**src/inc/ble_regs_pkg.sv**
```systemverilog
// Register map, field layout and reset values of the link-layer config bank
// Overview of operation
// [RULE1] Profiling word is 32-bit read/write and drives the diagnostic port
// [RULE2] Radio word 0 bit 22 enables delayed DC path; software keeps it 0
// [RULE3] Software writes 00011 into radio word 1 bits 20:16
// [RULE4] Bits 30:24 hold round-trip delay in microseconds
// [RULE5] Bits 23:16 hold receive power-up time, reset 0xd2
// [RULE6] Bits 11:8 extend transmit power-down time, reset 0x3
// [RULE7] Bits 7:0 hold transmit power-up time, reset 0xd2
// [RULE8] Three-bit channel map, bit i selects channel i+37, reset all on
// [RULE9] Fourteen-bit advertising interval in microseconds
// [RULE10] Bits 24:16 hold the back-off counter load value
// [RULE11] Bits 8:0 hold the active-scan upper limit
// [RULE12] Two 16-bit start pointers for public and private lists
// [RULE13] Count register: private count bits 15:8, public count bits 7:0
// [RULE14] Writing 1 to cipher control bit 0 starts one cipher run
// [RULE15] Start bit clears on the cipher-done event, masked or not
// [RULE16] Four 32-bit read/write words hold the 128-bit cipher key
// [RULE17] Reserved bits read zero and ignore writes; radio word 0 bits 21:0 read 0x2102 instead of zero
`default_nettype none
package ble_regs_pkg;
   localparam logic [31:0] OFS_PROFILING   = 32'h4000_0064;
   localparam logic [31:0] OFS_RADIO0      = 32'h4000_0070;
   localparam logic [31:0] OFS_RADIO1      = 32'h4000_0074;
   localparam logic [31:0] OFS_PWR_TIMING  = 32'h4000_0080;
   localparam logic [31:0] OFS_CHMAP       = 32'h4000_0090;
   localparam logic [31:0] OFS_ADV_INT     = 32'h4000_00a0;
   localparam logic [31:0] OFS_SCAN        = 32'h4000_00a4;
   localparam logic [31:0] OFS_PUB_PTR     = 32'h4000_00b0;
   localparam logic [31:0] OFS_PRIV_PTR    = 32'h4000_00b4;
   localparam logic [31:0] OFS_COUNTS      = 32'h4000_00b8;
   localparam logic [31:0] OFS_CIPHER_CTL  = 32'h4000_00c0;
   localparam logic [31:0] OFS_KEY0        = 32'h4000_00c4;
   localparam logic [31:0] OFS_KEY1        = 32'h4000_00c8;
   localparam logic [31:0] OFS_KEY2        = 32'h4000_00cc;
   localparam logic [31:0] OFS_KEY3        = 32'h4000_00d0;
   localparam logic [31:0] OFS_BLOCK_PTR   = 32'h4000_00d4;

   localparam int DCCOMP_BIT    = 22;
   localparam int XRS_LSB       = 16;
   localparam int XRS_W         = 5;
   localparam int RTD_LSB       = 24;
   localparam int RTD_W         = 7;
   localparam int RXPU_LSB      = 16;
   localparam int RXPU_W        = 8;
   localparam int TXPD_LSB      = 8;
   localparam int TXPD_W        = 4;
   localparam int TXPU_LSB      = 0;
   localparam int TXPU_W        = 8;
   localparam int CHMAP_W       = 3;
   localparam int ADV_INT_W     = 14;
   localparam int SCAN_INIT_LSB = 16;
   localparam int SCAN_W        = 9;
   localparam int PTR_W         = 16;
   localparam int PRIV_CNT_LSB  = 8;
   localparam int CNT_W         = 8;
   localparam int START_BIT     = 0;
   localparam int KEY_WORDS     = 4;

   localparam logic [31:0]       RST_PROFILING = 32'h0;
   localparam logic [21:0]       RADIO0_RSVD   = 22'h2102;
   localparam logic [XRS_W-1:0]  RST_XRS       = 5'h0;
   localparam logic [RTD_W-1:0]  RST_RTD       = 7'h0;
   localparam logic [RXPU_W-1:0] RST_RXPU      = 8'hd2;
   localparam logic [TXPD_W-1:0] RST_TXPD      = 4'h3;
   localparam logic [TXPU_W-1:0] RST_TXPU      = 8'hd2;
   localparam logic [CHMAP_W-1:0] RST_CHMAP    = 3'h7;
endpackage : ble_regs_pkg
`default_nettype wire

```
**src/cipher_key_store.sv**
```systemverilog
// Four-word cipher key store with registered key output
`timescale 1ns/1ps
`default_nettype none
module cipher_key_store (
   input  wire logic         clk,
   input  wire logic         resetn,
   input  wire logic         wr_en,
   input  wire logic [1:0]   wr_idx,
   input  wire logic [31:0]  wr_data,
   output var  logic [127:0] key
);
   import ble_regs_pkg::*;

   // Word n holds key bits 32n+31 down to 32n
   always_ff @(posedge clk or negedge resetn) begin
      if (!resetn) begin
         key <= 128'h0;
      end else if (wr_en) begin
         for (int i = 0; i < KEY_WORDS; i++) begin
            if (wr_idx == 2'(i)) begin
               key[i*32 +: 32] <= wr_data; // [RULE16]
            end
         end
      end
   end
endmodule : cipher_key_store
`default_nettype wire

```
**src/ble_config_regs.sv**
```systemverilog
// APB register bank for radio, advertising, filter list and cipher settings
`timescale 1ns/1ps
`default_nettype none
module ble_config_regs (
   input  wire logic                      CLK,
   input  wire logic                      RESETN,
   input  wire logic                      PSEL,
   input  wire logic                      PENABLE,
   input  wire logic                      PWRITE,
   input  wire logic [31:0]               PADDR,
   input  wire logic [31:0]               PWDATA,
   output var  logic [31:0]               PRDATA,
   output var  logic                      PREADY,
   output var  logic                      PSLVERR,
   input  wire logic                      CIPHER_DONE_EVENT,
   output var  logic [31:0]               PROFILING_VALUE,
   output var  logic                      DC_COMP_PATH_ENABLE,
   output var  logic [ble_regs_pkg::XRS_W-1:0]    EXTENDED_RADIO_SELECT,
   output var  logic [ble_regs_pkg::RTD_W-1:0]    ROUND_TRIP_DELAY,
   output var  logic [ble_regs_pkg::RXPU_W-1:0]   RX_POWERUP_TIME,
   output var  logic [ble_regs_pkg::TXPD_W-1:0]   TX_POWERDOWN_TIME,
   output var  logic [ble_regs_pkg::TXPU_W-1:0]   TX_POWERUP_TIME,
   output var  logic [ble_regs_pkg::CHMAP_W-1:0]  ADV_CHANNEL_MAP,
   output var  logic [ble_regs_pkg::ADV_INT_W-1:0] ADV_INTERVAL,
   output var  logic [ble_regs_pkg::SCAN_W-1:0]   SCAN_INIT_A,
   output var  logic [ble_regs_pkg::SCAN_W-1:0]   SCAN_UPPER_LIMIT,
   output var  logic [ble_regs_pkg::PTR_W-1:0]    PUBLIC_LIST_START,
   output var  logic [ble_regs_pkg::PTR_W-1:0]    PRIVATE_LIST_START,
   output var  logic [ble_regs_pkg::CNT_W-1:0]    PRIVATE_DEVICE_COUNT,
   output var  logic [ble_regs_pkg::CNT_W-1:0]    PUBLIC_DEVICE_COUNT,
   output var  logic [ble_regs_pkg::PTR_W-1:0]    CIPHER_BLOCK_POINTER,
   output var  logic                      CIPHER_START,
   output var  logic [127:0]              CIPHER_KEY
);
   import ble_regs_pkg::*;

   typedef enum {
      SEL_NONE,
      SEL_PROFILING,
      SEL_RADIO0,
      SEL_RADIO1,
      SEL_PWR_TIMING,
      SEL_CHMAP,
      SEL_ADV_INT,
      SEL_SCAN,
      SEL_PUB_PTR,
      SEL_PRIV_PTR,
      SEL_COUNTS,
      SEL_CIPHER_CTL,
      SEL_KEY0,
      SEL_KEY1,
      SEL_KEY2,
      SEL_KEY3,
      SEL_BLOCK_PTR
   } reg_sel_e;

   // Address decode shared by read and write paths
   function automatic reg_sel_e decode(input logic [31:0] addr);
      reg_sel_e s;
      case (addr)
         OFS_PROFILING:  s = SEL_PROFILING;
         OFS_RADIO0:     s = SEL_RADIO0;
         OFS_RADIO1:     s = SEL_RADIO1;
         OFS_PWR_TIMING: s = SEL_PWR_TIMING;
         OFS_CHMAP:      s = SEL_CHMAP;
         OFS_ADV_INT:    s = SEL_ADV_INT;
         OFS_SCAN:       s = SEL_SCAN;
         OFS_PUB_PTR:    s = SEL_PUB_PTR;
         OFS_PRIV_PTR:   s = SEL_PRIV_PTR;
         OFS_COUNTS:     s = SEL_COUNTS;
         OFS_CIPHER_CTL: s = SEL_CIPHER_CTL;
         OFS_KEY0:       s = SEL_KEY0;
         OFS_KEY1:       s = SEL_KEY1;
         OFS_KEY2:       s = SEL_KEY2;
         OFS_KEY3:       s = SEL_KEY3;
         OFS_BLOCK_PTR:  s = SEL_BLOCK_PTR;
         default:        s = SEL_NONE;
      endcase
      return s;
   endfunction : decode

   reg_sel_e    sel;
   logic        setup;
   logic        wr_go;
   logic        key_wr;
   logic [1:0]  key_idx;
   logic [31:0] rd_word;

   assign sel   = decode(PADDR);
   assign setup = PSEL & ~PENABLE;
   // Writes land only at the access edge where ready is sampled high
   assign wr_go = PSEL & PENABLE & PREADY & PWRITE;

   // No wait state: ready and read data are prepared in the setup cycle
   always_ff @(posedge CLK or negedge RESETN) begin
      if (!RESETN) begin
         PREADY <= 1'b0;
      end else begin
         PREADY <= setup;
      end
   end

   always_ff @(posedge CLK or negedge RESETN) begin
      if (!RESETN) begin
         PSLVERR <= 1'b0;
      end else if (setup) begin
         PSLVERR <= (sel == SEL_NONE);
      end else begin
         PSLVERR <= 1'b0;
      end
   end

   // Read mux, unused bit positions return zero, except radio word 0 bits 21:0, which return 0x2102
   always_comb begin
      rd_word = 32'h0;
      case (sel)
         SEL_PROFILING: begin
            rd_word = PROFILING_VALUE;
         end
         SEL_RADIO0: begin
            rd_word[21:0] = RADIO0_RSVD;
            rd_word[DCCOMP_BIT] = DC_COMP_PATH_ENABLE;
         end
         SEL_RADIO1: begin
            rd_word[XRS_LSB +: XRS_W] = EXTENDED_RADIO_SELECT;
         end
         SEL_PWR_TIMING: begin
            rd_word[RTD_LSB +: RTD_W]   = ROUND_TRIP_DELAY;
            rd_word[RXPU_LSB +: RXPU_W] = RX_POWERUP_TIME;
            rd_word[TXPD_LSB +: TXPD_W] = TX_POWERDOWN_TIME;
            rd_word[TXPU_LSB +: TXPU_W] = TX_POWERUP_TIME;
         end
         SEL_CHMAP: begin
            rd_word[CHMAP_W-1:0] = ADV_CHANNEL_MAP;
         end
         SEL_ADV_INT: begin
            rd_word[ADV_INT_W-1:0] = ADV_INTERVAL;
         end
         SEL_SCAN: begin
            rd_word[SCAN_INIT_LSB +: SCAN_W] = SCAN_INIT_A;
            rd_word[SCAN_W-1:0] = SCAN_UPPER_LIMIT;
         end
         SEL_PUB_PTR: begin
            rd_word[PTR_W-1:0] = PUBLIC_LIST_START;
         end
         SEL_PRIV_PTR: begin
            rd_word[PTR_W-1:0] = PRIVATE_LIST_START;
         end
         SEL_COUNTS: begin
            rd_word[PRIV_CNT_LSB +: CNT_W] = PRIVATE_DEVICE_COUNT;
            rd_word[CNT_W-1:0] = PUBLIC_DEVICE_COUNT;
         end
         SEL_CIPHER_CTL: begin
            rd_word[START_BIT] = CIPHER_START;
         end
         SEL_KEY0: begin
            rd_word = CIPHER_KEY[31:0];
         end
         SEL_KEY1: begin
            rd_word = CIPHER_KEY[63:32];
         end
         SEL_KEY2: begin
            rd_word = CIPHER_KEY[95:64];
         end
         SEL_KEY3: begin
            rd_word = CIPHER_KEY[127:96];
         end
         SEL_BLOCK_PTR: begin
            rd_word[PTR_W-1:0] = CIPHER_BLOCK_POINTER;
         end
         default: begin
            rd_word = 32'h0; // [RULE17]
         end
      endcase
   end

   always_ff @(posedge CLK or negedge RESETN) begin
      if (!RESETN) begin
         PRDATA <= 32'h0;
      end else if (setup && !PWRITE) begin
         PRDATA <= rd_word;
      end else if (!PSEL) begin
         PRDATA <= 32'h0;
      end
   end

   // Profiling word, mirrored straight onto the diagnostic output
   always_ff @(posedge CLK or negedge RESETN) begin
      if (!RESETN) begin
         PROFILING_VALUE <= RST_PROFILING;
      end else if (wr_go && sel == SEL_PROFILING) begin
         PROFILING_VALUE <= PWDATA; // [RULE1]
      end
   end

   // Radio control word 0, only the DC path enable bit 22 is writable
   always_ff @(posedge CLK or negedge RESETN) begin
      if (!RESETN) begin
         DC_COMP_PATH_ENABLE <= 1'b0;
      end else if (wr_go && sel == SEL_RADIO0) begin
         DC_COMP_PATH_ENABLE <= PWDATA[DCCOMP_BIT]; // [RULE2] [RULE17]
      end
   end

   // Radio control word 1, value is stored as written
   always_ff @(posedge CLK or negedge RESETN) begin
      if (!RESETN) begin
         EXTENDED_RADIO_SELECT <= RST_XRS;
      end else if (wr_go && sel == SEL_RADIO1) begin
         EXTENDED_RADIO_SELECT <= PWDATA[XRS_LSB +: XRS_W];
      end
   end

   // Radio power timing fields
   always_ff @(posedge CLK or negedge RESETN) begin
      if (!RESETN) begin
         ROUND_TRIP_DELAY  <= RST_RTD;
         RX_POWERUP_TIME   <= RST_RXPU;
         TX_POWERDOWN_TIME <= RST_TXPD;
         TX_POWERUP_TIME   <= RST_TXPU;
      end else if (wr_go && sel == SEL_PWR_TIMING) begin
         ROUND_TRIP_DELAY  <= PWDATA[RTD_LSB +: RTD_W]; // [RULE4]
         RX_POWERUP_TIME   <= PWDATA[RXPU_LSB +: RXPU_W]; // [RULE5]
         TX_POWERDOWN_TIME <= PWDATA[TXPD_LSB +: TXPD_W]; // [RULE6]
         TX_POWERUP_TIME   <= PWDATA[TXPU_LSB +: TXPU_W]; // [RULE7]
      end
   end

   // Advertising channel map, bit i selects channel i plus 37
   always_ff @(posedge CLK or negedge RESETN) begin
      if (!RESETN) begin
         ADV_CHANNEL_MAP <= RST_CHMAP;
      end else if (wr_go && sel == SEL_CHMAP) begin
         ADV_CHANNEL_MAP <= PWDATA[CHMAP_W-1:0]; // [RULE8]
      end
   end

   // Advertising packet interval
   always_ff @(posedge CLK or negedge RESETN) begin
      if (!RESETN) begin
         ADV_INTERVAL <= '0;
      end else if (wr_go && sel == SEL_ADV_INT) begin
         ADV_INTERVAL <= PWDATA[ADV_INT_W-1:0]; // [RULE9]
      end
   end

   // Active scan back-off load value and upper limit
   always_ff @(posedge CLK or negedge RESETN) begin
      if (!RESETN) begin
         SCAN_INIT_A      <= '0;
         SCAN_UPPER_LIMIT <= '0;
      end else if (wr_go && sel == SEL_SCAN) begin
         SCAN_INIT_A      <= PWDATA[SCAN_INIT_LSB +: SCAN_W]; // [RULE10]
         SCAN_UPPER_LIMIT <= PWDATA[SCAN_W-1:0]; // [RULE11]
      end
   end

   // Filter list start pointers
   always_ff @(posedge CLK or negedge RESETN) begin
      if (!RESETN) begin
         PUBLIC_LIST_START <= '0;
      end else if (wr_go && sel == SEL_PUB_PTR) begin
         PUBLIC_LIST_START <= PWDATA[PTR_W-1:0]; // [RULE12]
      end
   end

   always_ff @(posedge CLK or negedge RESETN) begin
      if (!RESETN) begin
         PRIVATE_LIST_START <= '0;
      end else if (wr_go && sel == SEL_PRIV_PTR) begin
         PRIVATE_LIST_START <= PWDATA[PTR_W-1:0]; // [RULE12]
      end
   end

   // Filter list device counts
   always_ff @(posedge CLK or negedge RESETN) begin
      if (!RESETN) begin
         PRIVATE_DEVICE_COUNT <= '0;
         PUBLIC_DEVICE_COUNT  <= '0;
      end else if (wr_go && sel == SEL_COUNTS) begin
         PRIVATE_DEVICE_COUNT <= PWDATA[PRIV_CNT_LSB +: CNT_W]; // [RULE13]
         PUBLIC_DEVICE_COUNT  <= PWDATA[CNT_W-1:0]; // [RULE13]
      end
   end

   // Cipher block pointer
   always_ff @(posedge CLK or negedge RESETN) begin
      if (!RESETN) begin
         CIPHER_BLOCK_POINTER <= '0;
      end else if (wr_go && sel == SEL_BLOCK_PTR) begin
         CIPHER_BLOCK_POINTER <= PWDATA[PTR_W-1:0];
      end
   end

   // Cipher start: a written 1 wins over a done event in the same cycle
   always_ff @(posedge CLK or negedge RESETN) begin
      if (!RESETN) begin
         CIPHER_START <= 1'b0;
      end else if (wr_go && sel == SEL_CIPHER_CTL && PWDATA[START_BIT]) begin
         CIPHER_START <= 1'b1; // [RULE14]
      end else if (CIPHER_DONE_EVENT) begin
         CIPHER_START <= 1'b0; // [RULE15]
      end
   end

   // Key words go to the key store
   always_comb begin
      key_wr  = 1'b0;
      key_idx = 2'h0;
      case (sel)
         SEL_KEY0: begin
            key_wr  = wr_go;
            key_idx = 2'h0;
         end
         SEL_KEY1: begin
            key_wr  = wr_go;
            key_idx = 2'h1;
         end
         SEL_KEY2: begin
            key_wr  = wr_go;
            key_idx = 2'h2;
         end
         SEL_KEY3: begin
            key_wr  = wr_go;
            key_idx = 2'h3;
         end
         default: begin
            key_wr  = 1'b0;
            key_idx = 2'h0;
         end
      endcase
   end

   cipher_key_store u_key (
      .clk     (CLK),
      .resetn  (RESETN),
      .wr_en   (key_wr), // [RULE16]
      .wr_idx  (key_idx),
      .wr_data (PWDATA),
      .key     (CIPHER_KEY)
   );
endmodule : ble_config_regs
`default_nettype wire

```
**config.mk**
```make
export PLATFORM = sky130hd
export DESIGN_NAME = ble_config_regs
export DESIGN_NICKNAME = d
export VERILOG_FILES = /design/src/inc/ble_regs_pkg.sv /design/src/cipher_key_store.sv /design/src/ble_config_regs.sv
export SDC_FILE = /design/constraint.sdc
export NUM_CORES = 1
export LEC_CHECK = 0
export ABC_CLOCK_PERIOD_IN_PS = 1800
export BUFFER_PORTS_ARGS = -buffer_cell sky130_fd_sc_hd__buf_4
export CORE_MARGIN = 2
export CORE_UTILIZATION = 48
export DETAILED_ROUTE_END_ITERATION = 6
export GPL_ROUTABILITY_DRIVEN = 0
export PLACE_DENSITY = 0.77
export SYNTH_ARGS = -nofsm -noshare
export SYNTH_HDL_FRONTEND = slang
export SYNTH_SLANG_ARGS = --single-unit
```
**constraint.sdc**
```tcl
create_clock -name CLK -period 1.8 [get_ports CLK]
set_input_delay 0.18 -clock CLK [delete_from_list [all_inputs] [get_ports CLK]]
set_output_delay 0.18 -clock CLK [all_outputs]
set_load 0.005 [all_outputs]
```
## Yosys cells after proc, flatten, opt, wreduce, memory -nomap -nowiden

Cells that the tools add are included.

- Output and inout port bits: 327
- Flip-flop bits (word level): 327
- Logic and storage cells: 119
- Input port bits: 70

- Equal/unequal tests: 48
- Bitwise logic cells: 5
- Reduce and logical (&&, ||, !) cells: 23
- Multiplexer cells: 19

Operator list:

| cell | number |
|---|---|
| 32-bit by 31-bit == test with 1-bit output, second input constant | 16 |
| 32-bit by 4-bit == test with 1-bit output, second input constant | 12 |
| 32-bit by 3-bit == test with 1-bit output, second input constant | 6 |
| 32-bit by 5-bit == test with 1-bit output, second input constant | 5 |
| 32-bit by 2-bit == test with 1-bit output, second input constant | 3 |
| 5-bit one-hot mux with 16 select lines | 1 |
| 6-bit one-hot mux with 13 select lines | 1 |
| 32-bit two-way mux | 2 |
| 5-bit one-hot mux with 8 select lines | 1 |
| 6-bit one-hot mux with 6 select lines | 1 |
| 3-bit one-hot mux with 11 select lines | 1 |
| 32-bit by 1-bit == test with 1-bit output, second input constant | 1 |
| 32-bit by 6-bit == test with 1-bit output, second input constant | 1 |
| 32-bit zero test | 1 |
| 2-bit one-hot mux with 14 select lines | 1 |
| 2-bit one-hot mux with 11 select lines | 1 |
| 2-bit one-hot mux with 9 select lines | 1 |
| 2-bit one-hot mux with 8 select lines | 1 |
| 1-bit logical AND | 14 |
| 1-bit one-hot mux with 14 select lines | 1 |
| 2-bit one-hot mux with 7 select lines | 1 |
| 2-bit AND reduction | 4 |
| 2-bit one-hot mux with 3 select lines | 1 |
| 1-bit one-hot mux with 5 select lines | 1 |
| 10 further kinds | 17 |

## Logic depth before layout (Yosys ltp)

Gate-level depths: netlist of the first run.

- Depth in word-level cells: 6
- Depth in mapped cells: 11
- Mapped depth without buffers: 7

## Modules after synthesis

Synthesis of the first run repeated with hierarchy kept, for this count alone.

- Cells, all modules: 1119
- Area total of the unflattened synthesis: 14770.4 um^2

By module, submodules not included:

| module | times used | area each (um^2) | cells each | sequential area each (um^2) |
|---|---|---|---|---|
| ble_config_regs | 1 | 10025.9 | 847 | 4996.0 |
| cipher_key_store | 1 | 4744.6 | 272 | 3203.1 |

## Least setup slack after synthesis of the first run

Ideal clock, no wire load.

- Path type: input-to-reg
- From: input PADDR[6]
- To: register ROUND_TRIP_DELAY[6] (netlist bit)
- Path buffers: 2
- Slack: -0.457 ns
- Setup time: 0.125 ns
- Data required time: 1.675 ns
- Arrival: 2.132 ns
- Stages: 8
- Path through: buf_2 and3b_1 o2111ai_2 o211ai_2 or3_1 nor2_4 buf_6 mux2_2

- Word-level cells in the longest chain between the ends: 4
- Elaborated cells between the ends (all ways): 19
- Classes of those cells: 17 x eq/ne; 1 x mux; 1 x reduce/logical

RTL lines:

| item | line | text |
|---|---|---|
| start: declaration | ble_config_regs.sv:10 | `input wire logic [31:0] PADDR,` |
| 32-bit by 31-bit == test with 1-bit output | ble_config_regs.sv:60 | `case (addr)` |
| 5-bit one-hot mux with 16 select lines (*) | ble_config_regs.sv:60 |  |
| 32-bit by 4-bit == test with 1-bit output (*) | ble_config_regs.sv:221 | `end else if (wr_go && sel == SEL_PWR_TIMING) begin` |
| 1-bit logical AND (*) | ble_config_regs.sv:221 |  |
| end signal: assignment | ble_config_regs.sv:222 | `ROUND_TRIP_DELAY <= PWDATA[RTD_LSB +: RTD_W];` |
| end: declaration | ble_config_regs.sv:19 | `output var logic [ble_regs_pkg::RTD_W-1:0] ROUND_TRIP_DELAY,` |

Every way passes the cells marked *; elsewhere a longest branch is shown, timed or not.
A chain may end at the register's enable or synchronous reset.

## Final worst setup path of the first run

- From: input PADDR[3]
- To: register PRDATA[3]

- Word-level cells in the longest chain between the ends: 5
- Elaborated cells between the ends (all ways): 32
- Classes of those cells: 29 x eq/ne; 3 x mux

RTL lines:

| item | line | text |
|---|---|---|
| 32-bit by 31-bit == test with 1-bit output | ble_config_regs.sv:60 |  |
| 5-bit one-hot mux with 16 select lines (*) | ble_config_regs.sv:60 |  |
| 32-bit by 5-bit == test with 1-bit output (tied with other cells) | ble_config_regs.sv:116 | `case (sel)` |
| 6-bit one-hot mux with 13 select lines (*) | ble_config_regs.sv:116 |  |
| 32-bit two-way mux (*) | ble_config_regs.sv:180 | `end else if (setup && !PWRITE) begin` |
| end signal: assignment | ble_config_regs.sv:181 | `PRDATA <= rd_word;` |
| end: declaration | ble_config_regs.sv:12 | `output var logic [31:0] PRDATA,` |

Marked as above.

==> impl_metrics.json, run 1 <==
{
  "synth_most_common_cell": "dfrtp_1",
  "finalWorstSetupSlack_ps": -64.5,
  "start_util": 0.489,
  "avgSynthCellArea_um2": 13.1,
  "finalClockSkew_ps": 9.20,
  "ant_nets": 0,
  "grt_pass1_vias": 13900,
  "cp_num_buf_inv": 5,
  "synth_edf_count": 0,
  "wl_um": 60300,
  "worstPathArrival_ps": 2250,
  "yosys_warnings": 0,
  "post-place-ws_ps": -737,
  "cap_violations": 0,
  "netlist_instances": 1147,
  "htree_num_levels": 2,
  "cp-start-kind": "primary input",
  "finalHoldViolations": 0,
  "p_leak_nw": 11.4,
  "cpLargestDelayFamily": "compound AO/OA/AOI/OAI gates",
  "status": "finished, violations left",
  "power.density_mw_per_mm2": 675,
  "finalCritPeriodShare": 1.04,
  "route.detailed.drc": 0,
  "critical_path_class": "primary input to flop",
  "hp-class": "primary input to flop",
  "synth_flop_cell": "dfrtp_1",
  "wl_per_cell_um": 27.7,
  "grt_pass1_wl_um": 87400,
  "hpwl_um": 40900,
  "timing.slew.headroom": 0.649,
  "top_level_ports": 397,
  "crit_chain": "buf_12, buf_8, buf_12, buf_4, nor3_2, nor4b_4, nor2_1, a21oi_1, a2111o_1, o31ai_4, buf_12, a22oi_1",
  "cts_buffers": 37,
  "r2r_setup_slack_ps": 50,
  "fp.dieW_um": 181,
  "drive_above_1_share": 0.588,
  "grt_use_total": 0.352,
  "io_buffers": 396,
  "synth.distinct_cells": 83,
  "fin_nets": 1822,
  "clk_pin_slew_worst_paths_ps": 60,
  "max_freq_mhz": 536,
  "cp_max_fo": 8,
  "row_count": 64,
  "areaGrowthSynthToFinish_pct": 52.3,
  "drt_iter0_drc": 1264,
  "setup_violations": 68,
  "antenna_found_initial": 0,
  "clk_path_buf_depth": 3,
  "finalCriticalPeriod_ps": 1860,
  "grt_max_degree": 85,
  "root_buffer": "clkbuf_16",
  "synth_top_cells_by_area": "dfrtp_1 (52%), mux2_2 (16%), mux2_1 (5.3%)",
  "yosys.area.top_type": "dfrtp_1",
  "core_area_mm2": 0.0307,
  "violations": "setup timing",
  "via_per_inst": 6.25,
  "vdd_drop_max_mv": 0.628,
  "worst_slew_pin_slew_ps": 521,
  "path_common_cell": "buf_12",
  "synth_top_area_frac": 0.523,
  "syn_nets": 1217,
  "die_height_um": 181,
  "drtPass1Iterations": 6,
  "netlist_area_mm2": 0.0150,
  "ys_ff_latch": 327,
  "grt-ovfl-total": 0,
  "worst_ep_required_time_ps": 2180,
  "die_area_mm2": 0.0328,
  "vias": 13600,
  "rsz0062_at_grt": "true",
  "ys_seq_area_frac": 0.545,
  "cts_tree": "built",
  "slew_violations": 0,
  "end_kind": "flop",
  "synth.top_cells.by_count": "dfrtp_1 (314), mux2_2 (209), mux2_1 (71)",
  "hold_ws_ps": 22.1,
  "cts.sinks": 327,
  "clkLatencyLatePin_ps": 530,
  "async_flop_share": 1.00,
  "cpMaxStageDelayCell": "a2111o_1",
  "critPathMaxStageDelay_ps": 410
}
metrics by stage:
stage / setup TNS [ps] / utilization / instances / instance area, um^2 / power [mW]
after floorplan: -61120 / - / 1147 / 15900 / 7.73
after global placement: -157360 / 0.670 / 2045 / 20600 / 8.24
after detailed placement: -162000 / 0.670 / 2045 / 20600 / 8.25
after CTS: -80.0 / 0.725 / 2155 / 22300 / 15.5
after global routing: -3170 / 0.745 / 2177 / 22900 / 15.9
final: -1180 / 0.745 / 2178 / 22900 / 15.5
routing by layer:
metal	GRT usage	up-vias	share of wire
li1	-	5598	-
met2	0.556	899	0.47
met3	0.0891	216	0.10
met4	0.185	0	0.059
met1	0.451	6903	0.37
met5	0	-	0
layout by cell type, fill, tap and decap left out, drive strengths merged, types with 3 or more instances in the layout:
cell         synthesis  final
a21oi               15     15
a221o               16     16
a221oi              30     30
a222oi              19     19
a22o                 4      4
a22oi               57     57
a31o                 4      4
a31oi                5      5
a32oi                5      5
and2                 6      6
and3                 8      8
and4                 4      4
and4b                3      3
and4bb               4      4
buf                 61    617
clkbuf              27     60
clkinv               1      8
dfrtp              314    314
dfstp               13     13
dlygate4sd3          0     33
inv                  4      7
mux2               288    288
mux2i                8      8
nand2               72     72
nand2b               5      5
nand3               13     13
nand3b               4      4
nand4                4      4
nor2                28     28
nor2b                3      3
nor3                21     21
nor4                 8      8
nor4b                5      5
nor4bb               3      3
o2111ai              3      3
o211ai               3      3
o21ai               38     38
o2bb2ai              6      6
o31ai                5      5
logic make-up (layout without fill, tap and decap cells):
family,after synthesis,in the layout,synth area share
other,0,1,0
AND/OR/NAND/NOR,201,201,0.0791
AO/OA/AOI/OAI,228,228,0.119
XOR/XNOR,2,2,0.00117
flip-flops,327,327,0.545
multiplexers,296,296,0.223
buffers and inverters,93,727,0.0326
worst paths after layout:
| path | startpoint | end | cells past startpoint |
|---|---|---|---|
| min in group asynchronous | RESETN | PUBLIC_DEVICE_COUNT[3]$_DFFE_PN0P_ | 2 |
| hold / removal | PWDATA[2] | TX_POWERUP_TIME[2]$_DFFE_PN0P_ | 2 |
| setup reg to reg | PREADY$_DFF_PN0_ | PUBLIC_LIST_START[11]$_DFFE_PN0P_ | 5 |
| setup / recovery | PADDR[3] | PRDATA[3]$_DFFE_PN0P_ | 12 |
| hold reg to reg | PRDATA[28]$_DFFE_PN0P_ | PRDATA[28]$_DFFE_PN0P_ | 2 |
| max in group asynchronous | RESETN | RX_POWERUP_TIME[6]$_DFFE_PN1P_ | 3 |
state kept, by name (all words and copies together), names as in the netlist, 3 cells and up:
register,count
u_key.key,128
PRDATA,32
PROFILING_VALUE,32
CIPHER_BLOCK_POINTER,16
PRIVATE_LIST_START,16
PUBLIC_LIST_START,16
ADV_INTERVAL,14
SCAN_INIT_A,9
SCAN_UPPER_LIMIT,9
PRIVATE_DEVICE_COUNT,8
PUBLIC_DEVICE_COUNT,8
RX_POWERUP_TIME,8
TX_POWERUP_TIME,8
ROUND_TRIP_DELAY,7
EXTENDED_RADIO_SELECT,5
TX_POWERDOWN_TIME,4
ADV_CHANNEL_MAP,3
area by class of cell:
type	count	area (um^2)
clock buffer	56	1070
timing repair buffer	654	5760
multi-input combinational	727	7280
clock inverter	12	87.6
fill	1890	7840
sequential	327	8200
tap	396	495
antenna	1	2.50
inverter	5	20.0
power breakdown:
| part | switching (mW) | total [mW] | internal (mW) |
|---|---|---|---|
| Sequential | 0.00140 | 7.36 | 7.36 |
| Combinational | 0.517 | 0.899 | 0.383 |
| Clock | 3.08 | 7.22 | 4.14 |
timing repair:
item,CTS,global route
endpoints found under the setup margin,100,130
hold endpoints to repair,484,0
gates cloned,1,4
buffers inserted,8,19
resized for setup,25,88
pin swaps,9,41
hold buffers,33,0
(Power assumes the default switching activity.)
==> run 2, diff against run 1 <==
Settings changed: ABC_AREA from default to 1.
==> impl_metrics.json, run 2 <==
{
  "status": "finished, final reports clean",
  "grt_pass1_vias": 14100,
  "finalCritPeriodShare": 0.870,
  "drt_iter0_drc": 1319,
  "finalWorstSetupSlack_ps": 233,
  "root_buffer": "clkbuf_16",
  "hp-class": "primary input to flop",
  "worstPathArrival_ps": 2010,
  "ys_seq_area_frac": 0.545,
  "fp.dieW_um": 181,
  "place_inst": 2600,
  "final_cell_mix": "nand2_1 (702), buf_4 (426), dfrtp_1 (314)",
  "top_level_ports": 397,
  "yosys.area.top_type": "dfrtp_1",
  "cp_max_fo": 16,
  "rsz0062_at_grt": "false",
  "rr_endpoint": "CIPHER_START$_DFFE_PN0P_",
  "via_per_inst": 5.53,
  "start_util": 0.489,
  "io_buffers": 396,
  "fin_cells": 2669,
  "min_from": "PWDATA[21]",
  "final_common_cell": "nand2_1",
  "wl_per_cell_um": 19.7,
  "slew_violations": 0,
  "critical_path_class": "flop to flop",
  "largest_register": "u_key.key",
  "synth_most_common_cell": "nand2_1",
  "largest_reg_flops": 128,
  "async_flop_share": 1.00,
  "clk_path_buf_depth": 3,
  "drtPass1Iterations": 5,
  "areaGrowthSynthToFinish_pct": 34.4,
  "power.density_mw_per_mm2": 742,
  "r2r_setup_slack_ps": 230,
  "setup-tns-final_ps": 0,
  "synth_top_cells_by_area": "dfrtp_1 (52%), nand2_1 (18%), nand3_1 (5.3%)",
  "die_area_mm2": 0.0328,
  "syn_nets": 1915,
  "end_kind": "flop",
  "cts_tree": "built",
  "worst_ep_required_time_ps": 2240,
  "grt_use_total": 0.317,
  "finalClockSkew_ps": 18.0,
  "holdPathEnd": "u_key.key[21]$_DFFE_PN0P_",
  "holdPathStages": 3,
  "ant_nets": 0,
  "vdd_drop_max_mv": 0.876,
  "htree_num_levels": 2,
  "cts_buffers": 36,
  "core_area_mm2": 0.0307,
  "max_freq_mhz": 638,
  "num_antenna_cells": 0,
  "setup_violations": 0,
  "yosys_warnings": 0,
  "netlist_area_mm2": 0.0150,
  "reg_top3": "u_key.key (128), PRDATA (32), PROFILING_VALUE (32)",
  "synth.distinct_cells": 27,
  "cp-start-kind": "flop",
  "timing.slew.headroom": 0.611,
  "synth_top_area_frac": 0.522,
  "r2r_start": "PREADY$_DFF_PN0_",
  "clk_pin_slew_worst_paths_ps": 60,
  "reg2reg_depth": 6,
  "grt-ovfl-total": 0,
  "p_leak_nw": 10.6,
  "wl_um": 52600,
  "cap_violations": 0,
  "post-place-ws_ps": -72.2,
  "avgSynthCellArea_um2": 8.15,
  "hpwl_um": 37800,
  "finalCriticalPeriod_ps": 1570,
  "fin_nets": 2318,
  "ys_ff_latch": 327,
  "power_mw": 15.0,
  "grt_pass1_wl_um": 81100,
  "vias": 14800,
  "antenna_found_initial": 0,
  "grt_max_degree": 69,
  "synth_edf_count": 0,
  "finalHoldViolations": 0,
  "netlist_instances": 1845,
  "synth_flop_cell": "dfrtp_1",
  "route.detailed.drc": 0,
  "cts-resized-gates": 0,
  "clkLatencyLatePin_ps": 520,
  "worst_slew_pin_slew_ps": 583,
  "drive_above_1_share": 0.269,
  "row_count": 64,
  "synth.top_cells.by_count": "nand2_1 (703), dfrtp_1 (314), nand3_1 (160)",
  "die_height_um": 181,
  "cts.sinks": 327
}
run 2: cell count changes after synthesis, sizes merged, moves of 27 or more:
cell / before / now
nand2: 72 / 716
mux2: 288 / 0
o21ai: 38 / 306
nand3: 13 / 165
inv: 4 / 88
nor2: 28 / 110
a22oi: 57 / 0
a221oi: 30 / 0
clkbuf: 27 / 54
run 2: critical path, cell delays in order (launching register included):
cell,delay [ps]
dfrtp_1,340
nand2_1,90
nor2_4,110
buf_12,190
nand4_1,100
o21ai_0,90
dlygate4sd3_1,570
run 2: through the flow:
stage	utilization	instance area (um^2)	hold slack, ps
CTS	0.657	20200	3.13
global route	0.657	20200	22.8
global placement	0.619	19000	151
finish	0.657	20200	11.1
floorplan	-	15000	-116
detailed placement	0.619	19000	161
run 2: how the worst max path moves through the flow:
stage	from	end	depth (start not counted)
2_1_floorplan	PADDR[8]	u_key.key[8]$_DFFE_PN0P_	12
3_3_place_gp	PADDR[23]	PRDATA[13]$_DFFE_PN0P_	16
3_5_place_dp	PADDR[8]	u_key.key[122]$_DFFE_PN0P_	14
4_1_cts	PREADY$_DFF_PN0_	CIPHER_START$_DFFE_PN0P_	6
5_1_grt	PREADY$_DFF_PN0_	CIPHER_START$_DFFE_PN0P_	6
6_report	PREADY$_DFF_PN0_	CIPHER_START$_DFFE_PN0P_	6
run 2: final cells by class:
type,count,area (um^2)
fill,2533,10500
sequential,327,8200
multi-input combinational,1319,5940
timing repair buffer,475,4110
clock buffer,56,1050
tap,396,495
inverter,89,342
clock inverter,7,80.1
run 2: power breakdown:
group / internal [mW] / total [mW] / switching [mW] / leakage, nW
Combinational: 0.165 / 0.541 / 0.376 / 5.52
Clock: 4.15 / 7.09 / 2.94 / 0.543
Sequential: 7.36 / 7.36 / 0.000871 / 4.52
Total: 11.7 / 15.0 / 3.32 / 10.6
run 2: layer usage:
layer / track usage / share of wire / up-vias
met1: 0.404 / 0.39 / 7093
met5: 0 / 0 / -
li1: - / - / 6746
met3: 0.0742 / 0.096 / 158
met2: 0.522 / 0.47 / 766
met4: 0.133 / 0.045 / 0
run 2: logic make-up (layout without fill, tap and decap cells):
logic type             count (synthesis)  after routing  share of synthesized area
AND/OR/NAND/NOR                     1005           1005                      0.280
AO/OA/AOI/OAI                        314            314                      0.113
buffers and inverters                199            627                     0.0617
flip-flops                           327            327                      0.545
run 2: what timing repair did:
| item | CTS | global route |
|---|---|---|
| setup buffers | 0 | 0 |
| endpoints found under the hold margin | 48 | 0 |
| setup endpoints to repair | 0 | 0 |
| hold buffers | 6 | 0 |
==> run 3, diff against run 2 <==
Settings changed: REMOVE_ABC_BUFFERS from default to 1.
==> impl_metrics.json, run 3 (synthesis gave the netlist of run 2 again) <==
{
  "status": "finished, final reports clean",
  "p_leak_nw": 10.8,
  "grt_use_met3": 0.0832,
  "start_util": 0.489,
  "grt_pass1_vias": 14800,
  "cts_buffers": 37,
  "grt_use_met1": 0.432,
  "holdPathStages": 3,
  "wl_um": 55400,
  "grt-ovfl-total": 0,
  "slew_violations": 0,
  "utilization": 0.666,
  "hp-class": "primary input to flop",
  "route.detailed.drc": 0,
  "final_common_cell": "nand2_1",
  "antenna_found_initial": 1,
  "max_freq_mhz": 692,
  "busiest_layer": "met2",
  "use_met2": 0.517,
  "fin_cells": 2697,
  "reg_top3": "u_key.key (128), PRDATA (32), PROFILING_VALUE (32)",
  "reg2reg_depth": 6,
  "fin_nets": 2343,
  "htree_num_levels": 2,
  "finalClockSkew_ps": 11.5,
  "row_count": 64,
  "timing.slew.headroom": 0.662,
  "grt_pass1_wl_um": 84900,
  "post_cts_buffers": 0,
  "rsz0062_at_grt": "false",
  "die_height_um": 181,
  "grt_max_degree": 58,
  "grt_use_total": 0.336,
  "setup_violations": 0,
  "clk_pin_slew_worst_paths_ps": 60,
  "setup-tns-final_ps": 0,
  "end_kind": "flop",
  "via_per_inst": 5.56,
  "cts_tree": "built",
  "cts.sinks": 327,
  "num_antenna_cells": 0,
  "worst_slew_pin_slew_ps": 507,
  "drt_iter0_drc": 1515,
  "vias": 15000,
  "top_level_ports": 397,
  "cts-resized-gates": 0,
  "clk_path_buf_depth": 3,
  "core_area_mm2": 0.0307,
  "cp_max_fo": 26,
  "place_inst": 2623,
  "hpwl_um": 37800,
  "drive_above_1_share": 0.279,
  "wl_per_cell_um": 20.5,
  "largest_register": "u_key.key",
  "critical_path_class": "primary input to flop",
  "ant_nets": 0,
  "finalCriticalPeriod_ps": 1450,
  "die_area_mm2": 0.0328,
  "finalHoldViolations": 0,
  "final_cell_mix": "nand2_1 (702), buf_4 (450), dfrtp_1 (314)",
  "worst_ep_required_time_ps": 2190,
  "clkLatencyLatePin_ps": 510,
  "drtPass1Iterations": 5,
  "cap_violations": 0,
  "cts.hold.buffers_added": 7,
  "worstPathArrival_ps": 1830,
  "fp.dieW_um": 181,
  "io_buffers": 396,
  "areaGrowthSynthToFinish_pct": 36.2,
  "largest_reg_flops": 128,
  "finalCritPeriodShare": 0.803,
  "root_buffer": "clkbuf_16",
  "cp-start-kind": "primary input",
  "power.density_mw_per_mm2": 751,
  "vdd_drop_max_mv": 0.723
}
[run 3: stage by stage]
step	instance area [um^2]	hold slack [ps]	worst slack (ps)	total power [mW]
floorplan	14500	-116	-1960	7.62
global placement	19200	131	-110	8.02
detailed placement	19200	137	-168	8.03
CTS	20500	2.78	357	15.4
global route	20500	19.2	232	15.8
finish	20500	13.8	355	15.4
[run 3: final timing paths]
kind / from / endpoint / slack [ps]
setup / recovery: PADDR[23] / u_key.key[7]$_DFFE_PN0P_ / 350
hold / removal: PWDATA[27] / u_key.key[27]$_DFFE_PN0P_ / 10
setup reg to reg: PREADY$_DFF_PN0_ / CIPHER_BLOCK_POINTER[5]$_DFFE_PN0P_ / 360
hold reg to reg: PRDATA[17]$_DFFE_PN0P_ / PRDATA[17]$_DFFE_PN0P_ / 480
max in group asynchronous: RESETN / RX_POWERUP_TIME[1]$_DFFE_PN1P_ / 890
min in group asynchronous: RESETN / u_key.key[12]$_DFFE_PN0P_ / 190
[run 3: power breakdown]
part / switching, mW / internal [mW]
Sequential: 0.000847 / 7.36
Clock: 3.02 / 4.46
Combinational: 0.374 / 0.173
Total: 3.40 / 12.0
[run 3: critical path, stage by stage]
cell	delay (ps)
buf_4	110
nor2_1	150
nand2_1	100
inv_1	60
nand2_1	70
nor2_4	230
buf_4	220
nand2_2	100
nand2_8	110
nand3_4	120
buf_12	210
nand2_1	100
o21ai_2	60
[run 3: metal layers]
layer / part of all wire / vias up
li1: - / 6809
met1: 0.38 / 6991
met2: 0.45 / 958
met3: 0.11 / 240
met4: 0.065 / 2
met5: 0.00029 / -
[run 3: cell type report]
type	count	area [um^2]
Tap cell	396	495
Clock inverter	6	72.6
Clock buffer	61	1140
Fill cell	2500	10300
Multi-Input combinational cell	1319	5960
Inverter	89	342
Timing Repair Buffer	499	4280
Sequential cell	327	8200
